--- config.mk ---
export PLATFORM = sky130hd
export DESIGN_NAME = crac_top
export DESIGN_NICKNAME = d
export VERILOG_FILES = /design/src/crac_pkg.sv /design/src/crac_decode.sv /design/src/crac_top.sv
export SDC_FILE = /design/constraint.sdc
export NUM_CORES = 1
export LEC_CHECK = 0
export ABC_AREA = 1
export BUFFER_PORTS_ARGS = -buffer_cell sky130_fd_sc_hd__buf_2
export CAP_MARGIN = 30
export CORE_MARGIN = 10
export CORE_UTILIZATION = 49
export DETAILED_ROUTE_END_ITERATION = 10
export PLACE_DENSITY_LB_ADDON = 0.12
export REMOVE_ABC_BUFFERS = 1
export SYNTH_ARGS = -nofsm -noshare
export SYNTH_HDL_FRONTEND = slang
export SYNTH_HIERARCHICAL = 1
export SYNTH_SLANG_ARGS = --single-unit
--- constraint.sdc ---
create_clock -name clk_sys -period 1.4 [get_ports clk_sys]
set_clock_uncertainty 0.15 [all_clocks]
set_input_delay 0.07 -clock clk_sys [delete_from_list [all_inputs] [get_ports clk_sys]]
set_output_delay 0.07 -clock clk_sys [all_outputs]
set_load 0.02 [all_outputs]
--- src/crac_pkg.sv ---
// Package for the current route and conditioning amplifier register block.
// Assumes an 8-bit host port with 5 address bits on the device side.
package crac_pkg;
	// ----------------------------------------
	// Register map
	// ----------------------------------------
	localparam int CRAC_AW = 5;
	localparam int CRAC_DW = 8;
	localparam logic [4:0] CRAC_OFS_CUR_SEL = 5'h06;
	localparam logic [4:0] CRAC_OFS_AMP_CFG = 5'h07;
	localparam logic [7:0] CRAC_RST_CUR_SEL = 8'h00;
	localparam logic [7:0] CRAC_RST_AMP_CFG = 8'h00;
	localparam logic [7:0] CRAC_MASK_CUR_SEL = 8'h3F;
	localparam logic [7:0] CRAC_MASK_AMP_CFG = 8'h7F;
	localparam int CRAC_CH_NUM = 64;
	// Field positions in the amplifier register
	localparam int CRAC_BIT_SHUTOFF = 6;
	localparam int CRAC_POS_POLE2 = 4;
	localparam int CRAC_POS_POLE1 = 2;
	localparam int CRAC_POS_GAIN = 0;

	// ----------------------------------------
	// Encodings
	// ----------------------------------------
	typedef enum logic [1:0]
	{
		CRAC_POLE_400 = 2'h0,
		CRAC_POLE_2K = 2'h1,
		CRAC_POLE_10K = 2'h2,
		CRAC_POLE_RSV = 2'h3
	} crac_pole_t;
	typedef enum logic [1:0]
	{
		CRAC_GAIN_0P4 = 2'h0,
		CRAC_GAIN_2P0 = 2'h1,
		CRAC_GAIN_10 = 2'h2,
		CRAC_GAIN_10B = 2'h3
	} crac_gain_t;

	// Analog controls as one carrier
	typedef struct packed
	{
		logic amp_on;
		logic drive_low_z;
		logic [2:0] pole1_onehot;
		logic [2:0] pole2_onehot;
		logic [2:0] gain_onehot;
	} crac_amp_ctl_t;
endpackage

--- src/crac_decode.sv ---
// One-hot channel decoder for the current source switch bank.
// Assumes the select value is registered upstream.
`timescale 1ns/1ps
module crac_decode
	import crac_pkg::*;
#(
	parameter int CH_NUM = CRAC_CH_NUM
)
(
	// Clock and reset
	input wire logic clk_sys,
	input wire logic rst,
	// Select value
	input wire logic [$clog2(CH_NUM)-1:0] sel,
	// One switch per channel pin
	output logic [CH_NUM-1:0] sw_on
);
	// Elaboration check: only power-of-two widths decode cleanly
	localparam int SEL_W = $clog2(CH_NUM);
	if (CH_NUM < 2 || (CH_NUM & (CH_NUM - 1)) != 0)
	begin : g_bad_ch
		$error("CH_NUM must be a power of two");
	end

	// ----------------------------------------
	// Registered decode, so exactly one switch
	// ----------------------------------------
	genvar gi;
	generate
		for (gi = 0; gi < CH_NUM; gi++)
		begin : g_sw
			always_ff @(posedge clk_sys)
			begin
				if (rst)
					sw_on[gi] <= (gi == 0);
				else
					sw_on[gi] <= (sel == SEL_W'(gi));
			end
		end
	endgenerate

	a_onehot_sw: assert property (@(posedge clk_sys) disable iff (rst) $onehot(sw_on))
		else $error("current switch not one-hot");
endmodule

--- src/crac_top.sv ---
// Current route and conditioning amplifier register block, device side.
// Assumes host port strobes are synchronous to clk_sys, one cycle each.
//
// Contract
// - Current source connects to exactly one of 64 channel pins.
// - Low six bits give value 0..63; pin is value plus one; bits 7..6 unused.
// - Amplifier bit 6 set turns the filter amplifier off for external input.
// - Bits 5..4 pick second pole: 400 Hz, 2 kHz, 10 kHz.
// - Bits 3..2 pick first pole: 400 Hz, 2 kHz, 10 kHz.
// - Bits 1..0 pick gain: 0.4, 2.0, 10.
// - Gain code 11 should not be written; if written, gain is 10.
// - Low impedance drive only when shut-off and float bits both clear.
`timescale 1ns/1ps
module crac_top
	import crac_pkg::*;
#(
	parameter int CH_NUM = CRAC_CH_NUM
)
(
	// Clock and reset
	clk_sys,
	rst,
	// Host register port
	host_addr,
	host_wdata,
	host_wr,
	host_rd,
	host_rdata,
	// Converter control float bit from its register
	converter_input_float_bit,
	// Analog controls
	cur_sw_on,
	cur_pin_num,
	amp_ctl
);
	input wire logic clk_sys;
	input wire logic rst;
	input wire logic [CRAC_AW-1:0] host_addr;
	input wire logic [CRAC_DW-1:0] host_wdata;
	input wire logic host_wr;
	input wire logic host_rd;
	output logic [CRAC_DW-1:0] host_rdata;
	input wire logic converter_input_float_bit;
	output logic [CH_NUM-1:0] cur_sw_on;
	output logic [6:0] cur_pin_num;
	output crac_amp_ctl_t amp_ctl;

	// Elaboration check: the select field is six bits wide, so 64 ways only
	if (CH_NUM != CRAC_CH_NUM)
	begin : g_bad_ch
		$error("CH_NUM must match the 6-bit select field");
	end

	// Pole code to one-hot, reserved code kept at 400 Hz
	function automatic logic [2:0] pole_dec(input logic [1:0] c);
		case (crac_pole_t'(c))
			CRAC_POLE_400: pole_dec = 3'h1;
			CRAC_POLE_2K: pole_dec = 3'h2;
			CRAC_POLE_10K: pole_dec = 3'h4;
			default: pole_dec = 3'h1;
		endcase
	endfunction

	// ----------------------------------------
	// Registers
	// ----------------------------------------
	logic [7:0] cur_sel_r;
	logic [7:0] amp_cfg_r;
	logic [7:0] rdata_nxt;

	// Current channel select; unused bits masked on write
	always_ff @(posedge clk_sys)
	begin
		if (rst)
			cur_sel_r <= CRAC_RST_CUR_SEL;
		else if (host_wr && host_addr == CRAC_OFS_CUR_SEL)
			cur_sel_r <= host_wdata & CRAC_MASK_CUR_SEL;
	end

	// Amplifier configuration
	always_ff @(posedge clk_sys)
	begin
		if (rst)
			amp_cfg_r <= CRAC_RST_AMP_CFG;
		else if (host_wr && host_addr == CRAC_OFS_AMP_CFG)
			amp_cfg_r <= host_wdata & CRAC_MASK_AMP_CFG;
	end

	// Read mux; other addresses belong to other blocks and read zero here
	always_comb
	begin
		rdata_nxt = 8'h00;
		if (host_addr == CRAC_OFS_CUR_SEL)
			rdata_nxt = cur_sel_r;
		else if (host_addr == CRAC_OFS_AMP_CFG)
			rdata_nxt = amp_cfg_r;
	end

	// Read data registered so the output is a flop
	always_ff @(posedge clk_sys)
	begin
		if (rst)
			host_rdata <= 8'h00;
		else if (host_rd)
			host_rdata <= rdata_nxt;
	end

	// ----------------------------------------
	// Current source routing
	// ----------------------------------------
	crac_decode #(.CH_NUM(CH_NUM)) u_dec
	(
		.clk_sys(clk_sys),
		.rst(rst),
		.sel(cur_sel_r[5:0]),
		.sw_on(cur_sw_on)
	);

	// Pin number, value plus one, for status and wiring checks
	always_ff @(posedge clk_sys)
	begin
		if (rst)
			cur_pin_num <= 7'h01;
		else
			cur_pin_num <= {1'b0, cur_sel_r[5:0]} + 7'h01;
	end

	// ----------------------------------------
	// Amplifier controls
	// ----------------------------------------
	always_ff @(posedge clk_sys)
	begin
		if (rst)
		begin
			amp_ctl.amp_on <= 1'b1;
			amp_ctl.drive_low_z <= 1'b0;
			amp_ctl.pole1_onehot <= 3'h1;
			amp_ctl.pole2_onehot <= 3'h1;
			amp_ctl.gain_onehot <= 3'h1;
		end
		else
		begin
			amp_ctl.amp_on <= ~amp_cfg_r[CRAC_BIT_SHUTOFF];
			// Float bit alone also releases the drive
			amp_ctl.drive_low_z <= ~amp_cfg_r[CRAC_BIT_SHUTOFF] & ~converter_input_float_bit;
			amp_ctl.pole2_onehot <= pole_dec(amp_cfg_r[CRAC_POS_POLE2 +: 2]);
			amp_ctl.pole1_onehot <= pole_dec(amp_cfg_r[CRAC_POS_POLE1 +: 2]);
			case (crac_gain_t'(amp_cfg_r[CRAC_POS_GAIN +: 2]))
				CRAC_GAIN_0P4: amp_ctl.gain_onehot <= 3'h1;
				CRAC_GAIN_2P0: amp_ctl.gain_onehot <= 3'h2;
				CRAC_GAIN_10: amp_ctl.gain_onehot <= 3'h4;
				default: amp_ctl.gain_onehot <= 3'h4;
			endcase
		end
	end

	// ----------------------------------------
	// Checks
	// ----------------------------------------
	// Controls land two edges after a write: register first, then control flop
	a_route_follows: assert property (@(posedge clk_sys) disable iff (rst)
		host_wr && host_addr == CRAC_OFS_CUR_SEL ##2 1'b1 |-> cur_sw_on[$past(host_wdata[5:0], 2)])
		else $error("switch does not follow select write");
	a_pin_plus_one: assert property (@(posedge clk_sys) disable iff (rst)
		host_wr && host_addr == CRAC_OFS_CUR_SEL |-> ##2 cur_pin_num == {1'b0, $past(host_wdata[5:0], 2)} + 7'h01)
		else $error("pin number is not select plus one");
	a_shutoff_amp: assert property (@(posedge clk_sys) disable iff (rst)
		host_wr && host_addr == CRAC_OFS_AMP_CFG |-> ##2 amp_ctl.amp_on == ~$past(host_wdata[6], 2))
		else $error("shut-off bit not applied");
	a_pole2_map: assert property (@(posedge clk_sys) disable iff (rst)
		host_wr && host_addr == CRAC_OFS_AMP_CFG && host_wdata[5:4] == 2'h2 |-> ##2 amp_ctl.pole2_onehot == 3'h4)
		else $error("second pole map wrong");
	a_pole1_map: assert property (@(posedge clk_sys) disable iff (rst)
		host_wr && host_addr == CRAC_OFS_AMP_CFG && host_wdata[3:2] == 2'h1 |-> ##2 amp_ctl.pole1_onehot == 3'h2)
		else $error("first pole map wrong");
	a_gain_low: assert property (@(posedge clk_sys) disable iff (rst)
		host_wr && host_addr == CRAC_OFS_AMP_CFG && host_wdata[1:0] == 2'h0 |-> ##2 amp_ctl.gain_onehot == 3'h1)
		else $error("gain 0.4 not applied");
	a_gain_rsv_ten: assert property (@(posedge clk_sys) disable iff (rst)
		host_wr && host_addr == CRAC_OFS_AMP_CFG && host_wdata[1:0] == 2'h3 |-> ##2 amp_ctl.gain_onehot == 3'h4)
		else $error("gain code 11 not mapped to 10");
	a_low_z_cond: assert property (@(posedge clk_sys) disable iff (rst)
		amp_ctl.drive_low_z |-> !$past(amp_cfg_r[CRAC_BIT_SHUTOFF]) && !$past(converter_input_float_bit))
		else $error("low impedance drive while disabled");
	a_unused_zero: assert property (@(posedge clk_sys) disable iff (rst)
		host_rd && host_addr == CRAC_OFS_CUR_SEL |=> host_rdata[7:6] == 2'h0)
		else $error("unused bits read non-zero");
	a_unused_amp: assert property (@(posedge clk_sys) disable iff (rst)
		host_rd && host_addr == CRAC_OFS_AMP_CFG |=> host_rdata[7] == 1'b0)
		else $error("amplifier unused bit reads non-zero");
	a_gain_mid: assert property (@(posedge clk_sys) disable iff (rst)
		host_wr && host_addr == CRAC_OFS_AMP_CFG && host_wdata[1:0] == 2'h1 |-> ##2 amp_ctl.gain_onehot == 3'h2)
		else $error("gain 2.0 not applied");
	a_gain_high: assert property (@(posedge clk_sys) disable iff (rst)
		host_wr && host_addr == CRAC_OFS_AMP_CFG && host_wdata[1:0] == 2'h2 |-> ##2 amp_ctl.gain_onehot == 3'h4)
		else $error("gain 10 not applied");
	a_pole_rsv: assert property (@(posedge clk_sys) disable iff (rst)
		host_wr && host_addr == CRAC_OFS_AMP_CFG && host_wdata[5:4] == 2'h3 |-> ##2 amp_ctl.pole2_onehot == 3'h1)
		else $error("unused pole code not held at lowest pole");
	// Reverse side of the low impedance rule; first edge after reset is skipped
	a_low_z_on: assert property (@(posedge clk_sys) disable iff (rst)
		!$past(rst) && !$past(amp_cfg_r[CRAC_BIT_SHUTOFF]) && !$past(converter_input_float_bit)
		|-> amp_ctl.drive_low_z)
		else $error("low impedance drive missing while enabled");

	// Read side and write decode
	a_rdata_hold: assert property (@(posedge clk_sys) disable iff (rst)
		!host_rd |=> $stable(host_rdata))
		else $error("read data changed without a read");
	a_unmapped_zero: assert property (@(posedge clk_sys) disable iff (rst)
		host_rd && host_addr != CRAC_OFS_CUR_SEL && host_addr != CRAC_OFS_AMP_CFG |=> host_rdata == 8'h00)
		else $error("unmapped address reads non-zero");
	a_sel_ignore: assert property (@(posedge clk_sys) disable iff (rst)
		!(host_wr && host_addr == CRAC_OFS_CUR_SEL) |=> $stable(cur_sel_r))
		else $error("select register changed without its write");
	a_amp_ignore: assert property (@(posedge clk_sys) disable iff (rst)
		!(host_wr && host_addr == CRAC_OFS_AMP_CFG) |=> $stable(amp_cfg_r))
		else $error("amplifier register changed without its write");

	c_write_sel: cover property (@(posedge clk_sys) host_wr && host_addr == CRAC_OFS_CUR_SEL && host_wdata[5:0] == 6'h3F);
	c_gain_rsv: cover property (@(posedge clk_sys) amp_ctl.gain_onehot == 3'h4 && amp_cfg_r[1:0] == 2'h3);
	c_shutoff: cover property (@(posedge clk_sys) !amp_ctl.amp_on);
	c_read_amp: cover property (@(posedge clk_sys) host_rd && host_addr == CRAC_OFS_AMP_CFG);
	c_float_only: cover property (@(posedge clk_sys) amp_ctl.amp_on && !amp_ctl.drive_low_z);
endmodule

* After elaboration in Yosys (flattened, before gate mapping)
Cells that the tools add are included.
Storage, ports and cells: bits in registers 103, latch bits 0, RAM bits 0, ROM bits 0, bits of input ports 18, logic and storage cells 156, memories kept 0
Operators by class: $add $sub $neg 1, multipliers 0, divide/modulo/power cells 0, $lt $le $gt $ge 0, equality and inequality tests 70, shift-type cells 0, muxes and demuxes 5, bitwise operators 3, reduce and logical (&&, ||, !) cells 4
Operators with widths (number):
- $eq 6x6->1 const B | 32
- $eq 6x5->1 const B | 16
- $eq 6x4->1 const B | 8
- $eq 6x3->1 const B | 4
- $pmux 3 s2 | 3
- $mux 7 | 2
- $eq 6x2->1 const B | 2
- $eq 5x3->1 const B | 2
- $add 6x1->7 const B | 1
- $eq 2x1->1 const B | 3
- $eq 6x1->1 const B | 1
- $logic_not 6->1 | 1
- $eq 2x2->1 const B | 2
- $logic_and 1x1->1 | 2
- $logic_not 2->1 | 1
- $not 1->1 | 2
- $and 1x1->1 | 1

* Logic depth before layout (Yosys ltp)
Gate-level depths: netlist of the first run.
word-level depth 3, depth in mapped cells 8

* Hierarchy
Netlist of the first run, hierarchy kept.
Modules (own cells, without submodules):
- crac_decode | times used 1, cells an instance 171, area each 1696.6 um2, sequential area each 1281.2 um2
- crac_top | times used 1, cells an instance 210, area each 1600.3 um2, sequential area each 760.7 um2

* Least setup slack after synthesis of the first run
OpenSTA, ideal clock, no wires.
path kind register to register, start reg amp_cfg_r[4], end reg amp_ctl[3] (netlist name), arrival 929 ps, required time 1127 ps, slack 198 ps, stages on the path, launching flop included 4, buffers on the path 0, clock period less this slack 1202 ps, cell sequence dfxtp_1 -> inv_1 -> ha_1 -> or2_2
Between the ends: cells in the longest elaborated chain, start to end 2
RTL lines:
- from (decl) | RTL line crac_top.sv:68 | logic [7:0] amp_cfg_r;
- from (signal assigned) | RTL line crac_top.sv:86 | amp_cfg_r <= host_wdata & CRAC_MASK_AMP_CFG;
- $eq 2x2->1 or $eq 2x1->1 (tied branches) | RTL line crac_top.sv:56 | case (crac_pole_t'(c))
- $pmux 3 s2 * | RTL line crac_top.sv:56
- to (decl) | RTL line crac_top.sv:46 | output crac_amp_ctl_t amp_ctl;
Every way passes the cells marked *; elsewhere a longest branch is shown, timed or not. A chain may end at the register's enable or synchronous reset.

* Worst setup path in the final report of the first run
start reg amp_cfg_r[2], end reg amp_ctl[6] (netlist name)
Same word-level chain as after synthesis.

==> summary.md, run 1 <==
• **Setup TNS Final** 0 ns
• **startpoint types** flip-flop
• **final worst-path setup slack** 0.136 ns
• **sequential cell area** 0.00205 sq mm
• **Synth Register Bits** 102
• **most used cells in the layout excluding fill and tap cells** sky130_fd_sc_hd__nor2_1 (108), sky130_fd_sc_hd__buf_2 (105), sky130_fd_sc_hd__dfxtp_1 (99), sky130_fd_sc_hd__nand2_1 (46), sky130_fd_sc_hd__inv_1 (35)
• **Synth cell types** 24
• **number of cells produced by synthesis** 381
• **sort of element at the end of the critical path** flip-flop
• **setup repair after global routing missed its margin** false
• **average wire length per cell after detail routing** 13.1 microns
• **multi-input gate area in the final layout** 0.00102 sq mm
• **initial antenna violation count** 0
• **Min-Delay Path Depth** 6
• **uppermost layer routed** met4
• **Routed Wire Length** 7.66 mm
• **antenna viol nets, final** 0
• **crit path time final** 1.26 ns
• **Die ar.** 0.0104 sq mm
• **clock root buffer master** sky130_fd_sc_hd__clkbuf_8
• **DP HPWL** 5.57 mm
• **most common cell after layout, fill and taps aside** sky130_fd_sc_hd__nor2_1
• **clock latency of the later-clocked register in the worst-skew pair** 0.36 ns
• **Hold Violations, Final** 0
• **Antenna diodes** 0
• **global route overflow** 0
• **number of max-cap violations** 0
• **worst slack, placed** 0.0584 ns
• **post-synthesis average cell area** 8.65 sq um
• **Sink Count** 102
• **type of the worst setup path** flip-flop to flip-flop
• **maximum root-to-sink buffer count** 2
• **fraction of synthesized cell area taken by the top area cell type** 0.619
• **Synth area leaders** sky130_fd_sc_hd__dfxtp_1 (62%), sky130_fd_sc_hd__nor2_1 (12%), sky130_fd_sc_hd__nand2_1 (5.4%)
• **worst vdd ir** 0.906 mV
• **path category of the worst min-delay check** input port to flip-flop
• **Final Cell Area** 0.00423 sq mm
• **number of nets in the finished design** 528
• **overall via count from detail_route** 2735
• **power density normalized to cell area** 1150 mW/mm^2
• **die width** 102 microns
• **TritonCTS clock tree** yes
• **last weighted congestion value of the routability-driven placer** 0.779
• **routed wire length on met2** 3.69 mm
• **overall die height** 102 microns
• **result of the run** complete, no violations
• **# setup viols final** 0
• **DRC** 0
• **final-report max-slew violation count** 0
• **Core Region** 0.00646 sq mm
• **FP Rows** 29
• **highest clock rate** 791 MHz
• **number of CTS-inserted buffers** 9
• **cell taking the most area after synthesis** sky130_fd_sc_hd__dfxtp_1
• **Max FO, Critical Path** 4
• **WP data arrival** 1.37 ns
• **number of warnings reported in the yosys synthesis log** 6
• **post-CTS setup repair buffer count** 0
• **wire length of the first global-routing pass** 12.3 mm
• **sequential area share after synthesis** 0.619
• **Detail Route met3 WL** 681 microns
• **final-layout worst hold slack** 0.0297 ns
• **IO Count** 108
• **R2R cell count** 3
• **number of iterations in the first detailed-routing pass** 4
• **static leakage power** 2.05 nW
• **Tcrit/Tclk final** 0.903
• **clock transition at the registers of the reported paths** 0.10 ns
• **H-tree depth** 3
• **fillcell total** 566
• **pin count of the biggest net entering global routing** 27
• **gr usage total** 0.148
• **Iteration-0 DRC Markers** 41
• **post-DR vias/cell** 4.66
• **effective utilization at floorplan** 0.510
• **area delta synth->final** 28.2%
• **vias in the first global route** 2636
• **layout cell share with drive strength beyond 1** 0.296
• **routed length on met1** 3.20 mm
• **Required @ worst endpoint** 1.51 ns
• **summed instance area of the synthesized netlist** 0.00330 sq mm
• **Area after DPL** 0.00393 sq mm
• **IO buf count** 105
-- report_power, final --
part           switching [mW]  internal [mW]  leakage [nW]  total [mW]
Clock                    1.03          0.671        0.0930        1.70
Sequential             0.0131           2.92         0.825        2.93
Combinational           0.149         0.0933          1.13       0.242
-- cells by family after synthesis --
family	synth area share
other	0.00114
flip-flops	0.619
adder cells (fa/ha/maj)	0.0190
buffers and inverters	0.0721
AO/OA/AOI/OAI	0.0288
AND/OR/NAND/NOR	0.254
XOR/XNOR	0.00531
-- synth_stat cells --
| library cell | n |
|---|---|
| sky130_fd_sc_hd__a21oi_1 | 16 |
| sky130_fd_sc_hd__buf_2 | 7 |
| sky130_fd_sc_hd__buf_4 | 3 |
| sky130_fd_sc_hd__buf_6 | 3 |
| sky130_fd_sc_hd__clkbuf_1 | 3 |
| sky130_fd_sc_hd__conb_1 | 1 |
| sky130_fd_sc_hd__dfxtp_1 | 102 |
| sky130_fd_sc_hd__ha_1 | 5 |
| sky130_fd_sc_hd__inv_1 | 35 |
| sky130_fd_sc_hd__inv_2 | 1 |
| sky130_fd_sc_hd__nand2_1 | 47 |
| sky130_fd_sc_hd__nand2_2 | 5 |
| sky130_fd_sc_hd__nand3_1 | 25 |
| sky130_fd_sc_hd__nand3_2 | 1 |
| sky130_fd_sc_hd__nand3b_1 | 1 |
| sky130_fd_sc_hd__nand4_1 | 6 |
| sky130_fd_sc_hd__nor2_1 | 109 |
| sky130_fd_sc_hd__nor2_2 | 2 |
| sky130_fd_sc_hd__nor2_4 | 1 |
| sky130_fd_sc_hd__nor3_1 | 1 |
| sky130_fd_sc_hd__o21ai_0 | 3 |
| sky130_fd_sc_hd__or2_2 | 2 |
| sky130_fd_sc_hd__xnor2_1 | 1 |
| sky130_fd_sc_hd__xor2_1 | 1 |
-- critical path, cell delays in order, from the launching register on --
cell,delay (ns)
sky130_fd_sc_hd__dfxtp_1,0.41
sky130_fd_sc_hd__inv_1,0.06
sky130_fd_sc_hd__ha_1,0.27
sky130_fd_sc_hd__or2_2,0.26
-- through the flow --
step	util	std cells	total power, mW
after CTS	0.653	587	4.91
after global routing	0.654	587	5.06
after floorplan	-	365	3.11
after global placement	0.608	560	3.22
final	0.654	587	4.88
after detailed placement	0.608	560	3.22
-- flip-flops by register name, indices dropped and copies added (netlist names) --
name         flops
host_rdata       7
amp_ctl         11
u_dec/sw_on     64
cur_sel_r        6
cur_pin_num      7
amp_cfg_r        7
-- layout make-up --
class                      count  share of cell area
clock inverter                 7              0.0136
inverter                      36              0.0320
timing repair buffer         129               0.176
sequential                   102               0.484
clock buffer                   9              0.0293
tap                           77              0.0228
multi-input combinational    227               0.242
-- final timing paths --
| check | from | endpoint | slack (ns) |
|---|---|---|---|
| max | amp_cfg_r[2]$_SDFFE_PP0P_ | amp_ctl[6]$_SDFF_PP1_ | 0.14 |
| min | host_addr[3] | host_rdata[2]$_SDFFE_PP0P_ | 0.03 |
| max reg2reg | amp_cfg_r[2]$_SDFFE_PP0P_ | amp_ctl[6]$_SDFF_PP1_ | 0.14 |
| min reg2reg | amp_cfg_r[6]$_SDFFE_PP0P_ | amp_ctl[10]$_SDFF_PP1_ | 0.28 |
-- metal layers --
layer,GRT usage,vias to the layer above
met5,0,-
met4,0.0597,0
met3,0.0533,9
met2,0.256,90
met1,0.161,1227
li1,-,1409
-- what timing repair did --
action / in CTS / in global routing
setup endpoints to repair: 0 / 47
hold buffers: 11 / 0
hold endpoints to repair: 25 / 0
gates resized for setup: 0 / 5
Power figures use the tool's default switching activity.
==> run 2: changes to the inputs <==
- BUFFER_PORTS_ARGS: -buffer_cell sky130_fd_sc_hd__buf_2 -> -buffer_cell sky130_fd_sc_hd__clkbuf_2
- CORE_UTILIZATION: 49 -> 25
- SYNTH_HIERARCHICAL: 1 -> not set
==> run 2 against run 1 <==
Net effect: the run now ends with negative hold slack left; count of clock-buffer cells in the layout is 1 higher; via count down 3.8%; total power rose by 17%; critical endpoint is now amp_cfg_r[4]$_SDFFE_PP0P_; highest routed layer unchanged.
==> summary.md, run 2 <==
• **die width** 134 microns, was 102 microns
• **critical-path cell list** dlygate4sd3_1 > clkbuf_2 > o21ai_0 > dlygate4sd3_1 > nor2_1, was inv_1 > ha_1 > or2_2
• **type of the worst setup path** input port to flip-flop, was flip-flop to flip-flop
• **fraction of synthesized cell area taken by the top area cell type** 0.623, was 0.619
• **asr flop ratio synth** 0, unchanged
• **crit path time final** 1.39 ns, was 1.26 ns
• **effective utilization at floorplan** 0.257, was 0.510
• **post-CTS setup repair buffer count** 0, unchanged
• **Synth area leaders** sky130_fd_sc_hd__dfxtp_1 (62%), sky130_fd_sc_hd__nor2_1 (13%), sky130_fd_sc_hd__nand2_1 (4.6%), was sky130_fd_sc_hd__dfxtp_1 (62%), sky130_fd_sc_hd__nor2_1 (12%), sky130_fd_sc_hd__nand2_1 (5.4%)
• **result of the run** finished, violations left, was complete, no violations
• **Synth Register Bits** 102, unchanged
• **DP HPWL** 6.56 mm, was 5.57 mm
• **pin count of the biggest net entering global routing** 18, was 27
• **Power Total** 5.69 mW, was 4.88 mW
• **vias in the first global route** 2793, was 2636
• **Required @ worst endpoint** 1.48 ns, was 1.51 ns
• **most common cell after layout, fill and taps aside** sky130_fd_sc_hd__nor2_1, unchanged
• **Most used DFF post-synth** sky130_fd_sc_hd__dfxtp_1, unchanged
• **global route overflow** 0, unchanged
• **gr usage total** 0.101, was 0.148
• **overall via count from detail_route** 2631, was 2735
• **violated checks** negative hold slack
• **cell type with the highest occurrence count on the critical path** sky130_fd_sc_hd__dlygate4sd3_1
• **sequential cell area** 0.00204 sq mm, was 0.00205 sq mm
• **met2 global-route usage** 0.159, was 0.256
• **number of nets in the finished design** 514, was 528
• **layout cell share with drive strength beyond 1** 0.315, was 0.296
• **post-DR vias/cell** 3.96, was 4.66
• **grt peak-use layer** met2, unchanged
• **final-layout worst hold slack** -0.0360 ns, was 0.0297 ns
• **launch point of the worst hold path** rst, was host_addr[3]
• **final worst-path setup slack** 0.00803 ns, was 0.136 ns
• **worst slack, placed** 0.0657 ns, was 0.0584 ns
• **WP data arrival** 1.48 ns, was 1.37 ns
• **overall die height** 134 microns, was 102 microns
• **most frequent cells after synthesis** sky130_fd_sc_hd__nor2_1 (115), sky130_fd_sc_hd__dfxtp_1 (102), sky130_fd_sc_hd__nand2_1 (40), was sky130_fd_sc_hd__nor2_1 (109), sky130_fd_sc_hd__dfxtp_1 (102), sky130_fd_sc_hd__nand2_1 (47)
• **fillcell total** 1374, was 566
• **Final Cell Area** 0.00452 sq mm, was 0.00423 sq mm
• **crit-path max cell delay** 0.57 ns, was 0.41 ns
• **IO buf count** 105, unchanged
• **highest clock rate** 718 MHz, was 791 MHz
• **Hold Violations, Final** 3, was 0
• **Core Region** 0.0127 sq mm, was 0.00646 sq mm
• **sort of element at the end of the critical path** flip-flop, unchanged
• **area delta synth->final** 38.0%, was 28.2%
• **Placed Instances** 633, was 560
• **Sink Count** 102, unchanged
• **FP Rows** 41, was 29
• **number of CTS-inserted buffers** 9, unchanged
• **Iteration-0 DRC Markers** 90, was 41
• **Buf/Inv on CP** 3, was 1
• **clock root buffer master** sky130_fd_sc_hd__clkbuf_16, was sky130_fd_sc_hd__clkbuf_8
• **multi-input gate area in the final layout** 0.00102 sq mm, about the same
• **final-report max-slew violation count** 0, unchanged
• **max reg flops** 64, unchanged
• **# setup viols final** 0, unchanged
• **largest registers in the final layout** u_dec.sw_on x64, amp_ctl x11, was u_dec/sw_on x64, amp_ctl x11
• **static leakage power** 2.04 nW, was 2.05 nW
• **DRC** 0, unchanged
• **antenna viol nets, final** 0, unchanged
• **post-synthesis average cell area** 9.18 sq um, was 8.65 sq um
• **Synth cell types** 29, was 24
• **register containing the most flip-flops in the final layout** u_dec.sw_on, was u_dec/sw_on
• **last weighted congestion value of the routability-driven placer** 0.794, was 0.779
• **Area after DPL** 0.00404 sq mm, was 0.00393 sq mm
• **grt met1 use** 0.118, was 0.161
• **H-tree depth** 3, unchanged
• **initial antenna violation count** 0, unchanged
• **number of cells produced by synthesis** 357, was 381
• **Routed Wire Length** 8.93 mm, was 7.66 mm
• **power density normalized to cell area** 1260 mW/mm^2, was 1150 mW/mm^2
• **worst reg2reg startpoint** amp_cfg_r[2]$_SDFFE_PP0P_, unchanged
• **Top delay family on crit path** buffers and inverters, was flip-flops
• **Tcrit/Tclk final** 0.994, was 0.903
• **IO Count** 108, unchanged
• **path category of the worst min-delay check** input port to flip-flop, unchanged
• **Crit-path slowest cell** sky130_fd_sc_hd__dlygate4sd3_1, was sky130_fd_sc_hd__dfxtp_1
• **most used cells in the layout excluding fill and tap cells** sky130_fd_sc_hd__nor2_1 (115), sky130_fd_sc_hd__clkbuf_2 (105), sky130_fd_sc_hd__dfxtp_1 (101), sky130_fd_sc_hd__nand2_1 (39), sky130_fd_sc_hd__inv_1 (21), was sky130_fd_sc_hd__nor2_1 (108), sky130_fd_sc_hd__buf_2 (105), sky130_fd_sc_hd__dfxtp_1 (99), sky130_fd_sc_hd__nand2_1 (46), sky130_fd_sc_hd__inv_1 (35)
• **TritonCTS clock tree** yes, unchanged
• **Die ar.** 0.0181 sq mm, was 0.0104 sq mm
• **summed instance area of the synthesized netlist** 0.00328 sq mm, was 0.00330 sq mm
• **worst vdd ir** 0.594 mV, was 0.906 mV
• **sequential area share after synthesis** 0.623, was 0.619
• **clock latency of the later-clocked register in the worst-skew pair** 0.33 ns, was 0.36 ns
• **met3 demand-to-capacity share in global routing** 0.0382, was 0.0533
• **maximum root-to-sink buffer count** 2, unchanged
• **Antenna diodes** 0, unchanged
• **Post-synth EDFFs** 0, unchanged
• **clock transition at the registers of the reported paths** 0.07 ns, was 0.10 ns
• **final non-filler cell total** 664, was 587
• **number of iterations in the first detailed-routing pass** 4, unchanged
• **number of max-cap violations** 0, unchanged
• **setup repair after global routing missed its margin** true, was false
• **number of warnings reported in the yosys synthesis log** 0, was 6
• **startpoint types** input port, was flip-flop
• **most instantiated library cell after synthesis** sky130_fd_sc_hd__nor2_1, unchanged
• **average wire length per cell after detail routing** 13.5 microns, was 13.1 microns
• **Worst setup startpoint** host_wdata[4], was amp_cfg_r[2]$_SDFFE_PP0P_
• **Max FO, Critical Path** 2, was 4
• **wire length of the first global-routing pass** 14.4 mm, was 12.3 mm
• **cell taking the most area after synthesis** sky130_fd_sc_hd__dfxtp_1, unchanged
## run 2: cell types whose count changed after synthesis, moves of 3 or more
cell / delta
sky130_fd_sc_hd__ha_1: +3
sky130_fd_sc_hd__nand2_1: -7
sky130_fd_sc_hd__a21oi_1: -12
sky130_fd_sc_hd__o21ai_0: +12
sky130_fd_sc_hd__nand3_1: -14
sky130_fd_sc_hd__clkbuf_1: -3
sky130_fd_sc_hd__inv_1: -14
sky130_fd_sc_hd__nand4_1: -6
sky130_fd_sc_hd__nor2_1: +6
## run 2: worst paths after layout
| kind | end | slack, ns | cells past startpoint |
|---|---|---|---|
| setup / recovery | amp_cfg_r[4]$_SDFFE_PP0P_ | 0.008 | 5 |
| hold / removal | amp_cfg_r[5]$_SDFFE_PP0P_ | -0.04 | 4 |
| setup reg to reg | amp_cfg_r[2]$_SDFFE_PP0P_ | 0.10 | 3 |
| hold reg to reg | amp_ctl[1]$_SDFF_PP0_ | 0.31 | 1 |
## run 2: logic make-up (layout without fill, tap and decap cells)
family,count (synthesis),count (layout),synth area share
compound gates,22,22,0.0344
fa+ha+maj,8,8,0.0306
flops,102,102,0.623
simple gates,183,183,0.243
other cells,1,1,0.00114
buf+inv,41,176,0.0676
## run 2: layout make-up
type                       instances  share of cell area
sequential                       102               0.452
multi-input combinational        214               0.226
timing repair buffer             134               0.182
clock buffer                      10              0.0507
tap                              172              0.0476
inverter                          27              0.0249
clock inverter                     5              0.0166
## run 2: what timing repair did
| item | in CTS | in global routing |
|---|---|---|
| hold buffers | 18 | 1 |
| gates resized for setup | 0 | 8 |
| endpoints found under the setup margin | 0 | 20 |
| endpoints found under the hold margin | 23 | 1 |
## run 2: metal layers
layer | routed length, microns | part of all wire
met1 | 4050 | 0.45
met5 | 0 | 0
met3 | 742 | 0.083
met4 | 132 | 0.015
met2 | 4010 | 0.45
## run 2: stage by stage
stage,setup TNS (ns),utilization
global placement,0,0.318
floorplan,0,-
finish,0,0.355
detailed placement,0,0.318
CTS,0,0.356
global route,-0.0302,0.355
## run 2: where the power goes
group / total (mW) / internal, mW / switching, mW / leakage (nW)
Clock: 2.55 / 1.55 / 1.01 / 0.152
Combinational: 0.210 / 0.0882 / 0.122 / 1.06
Sequential: 2.93 / 2.92 / 0.0111 / 0.823
Total: 5.69 / 4.55 / 1.14 / 2.04
## run 2: worst reg2reg max path, cell delays in order (launching register included)
cell	delay [ns]
sky130_fd_sc_hd__dfxtp_1	0.33
sky130_fd_sc_hd__nor2_1	0.10
sky130_fd_sc_hd__nor2_1	0.05
sky130_fd_sc_hd__dlygate4sd3_1	0.55
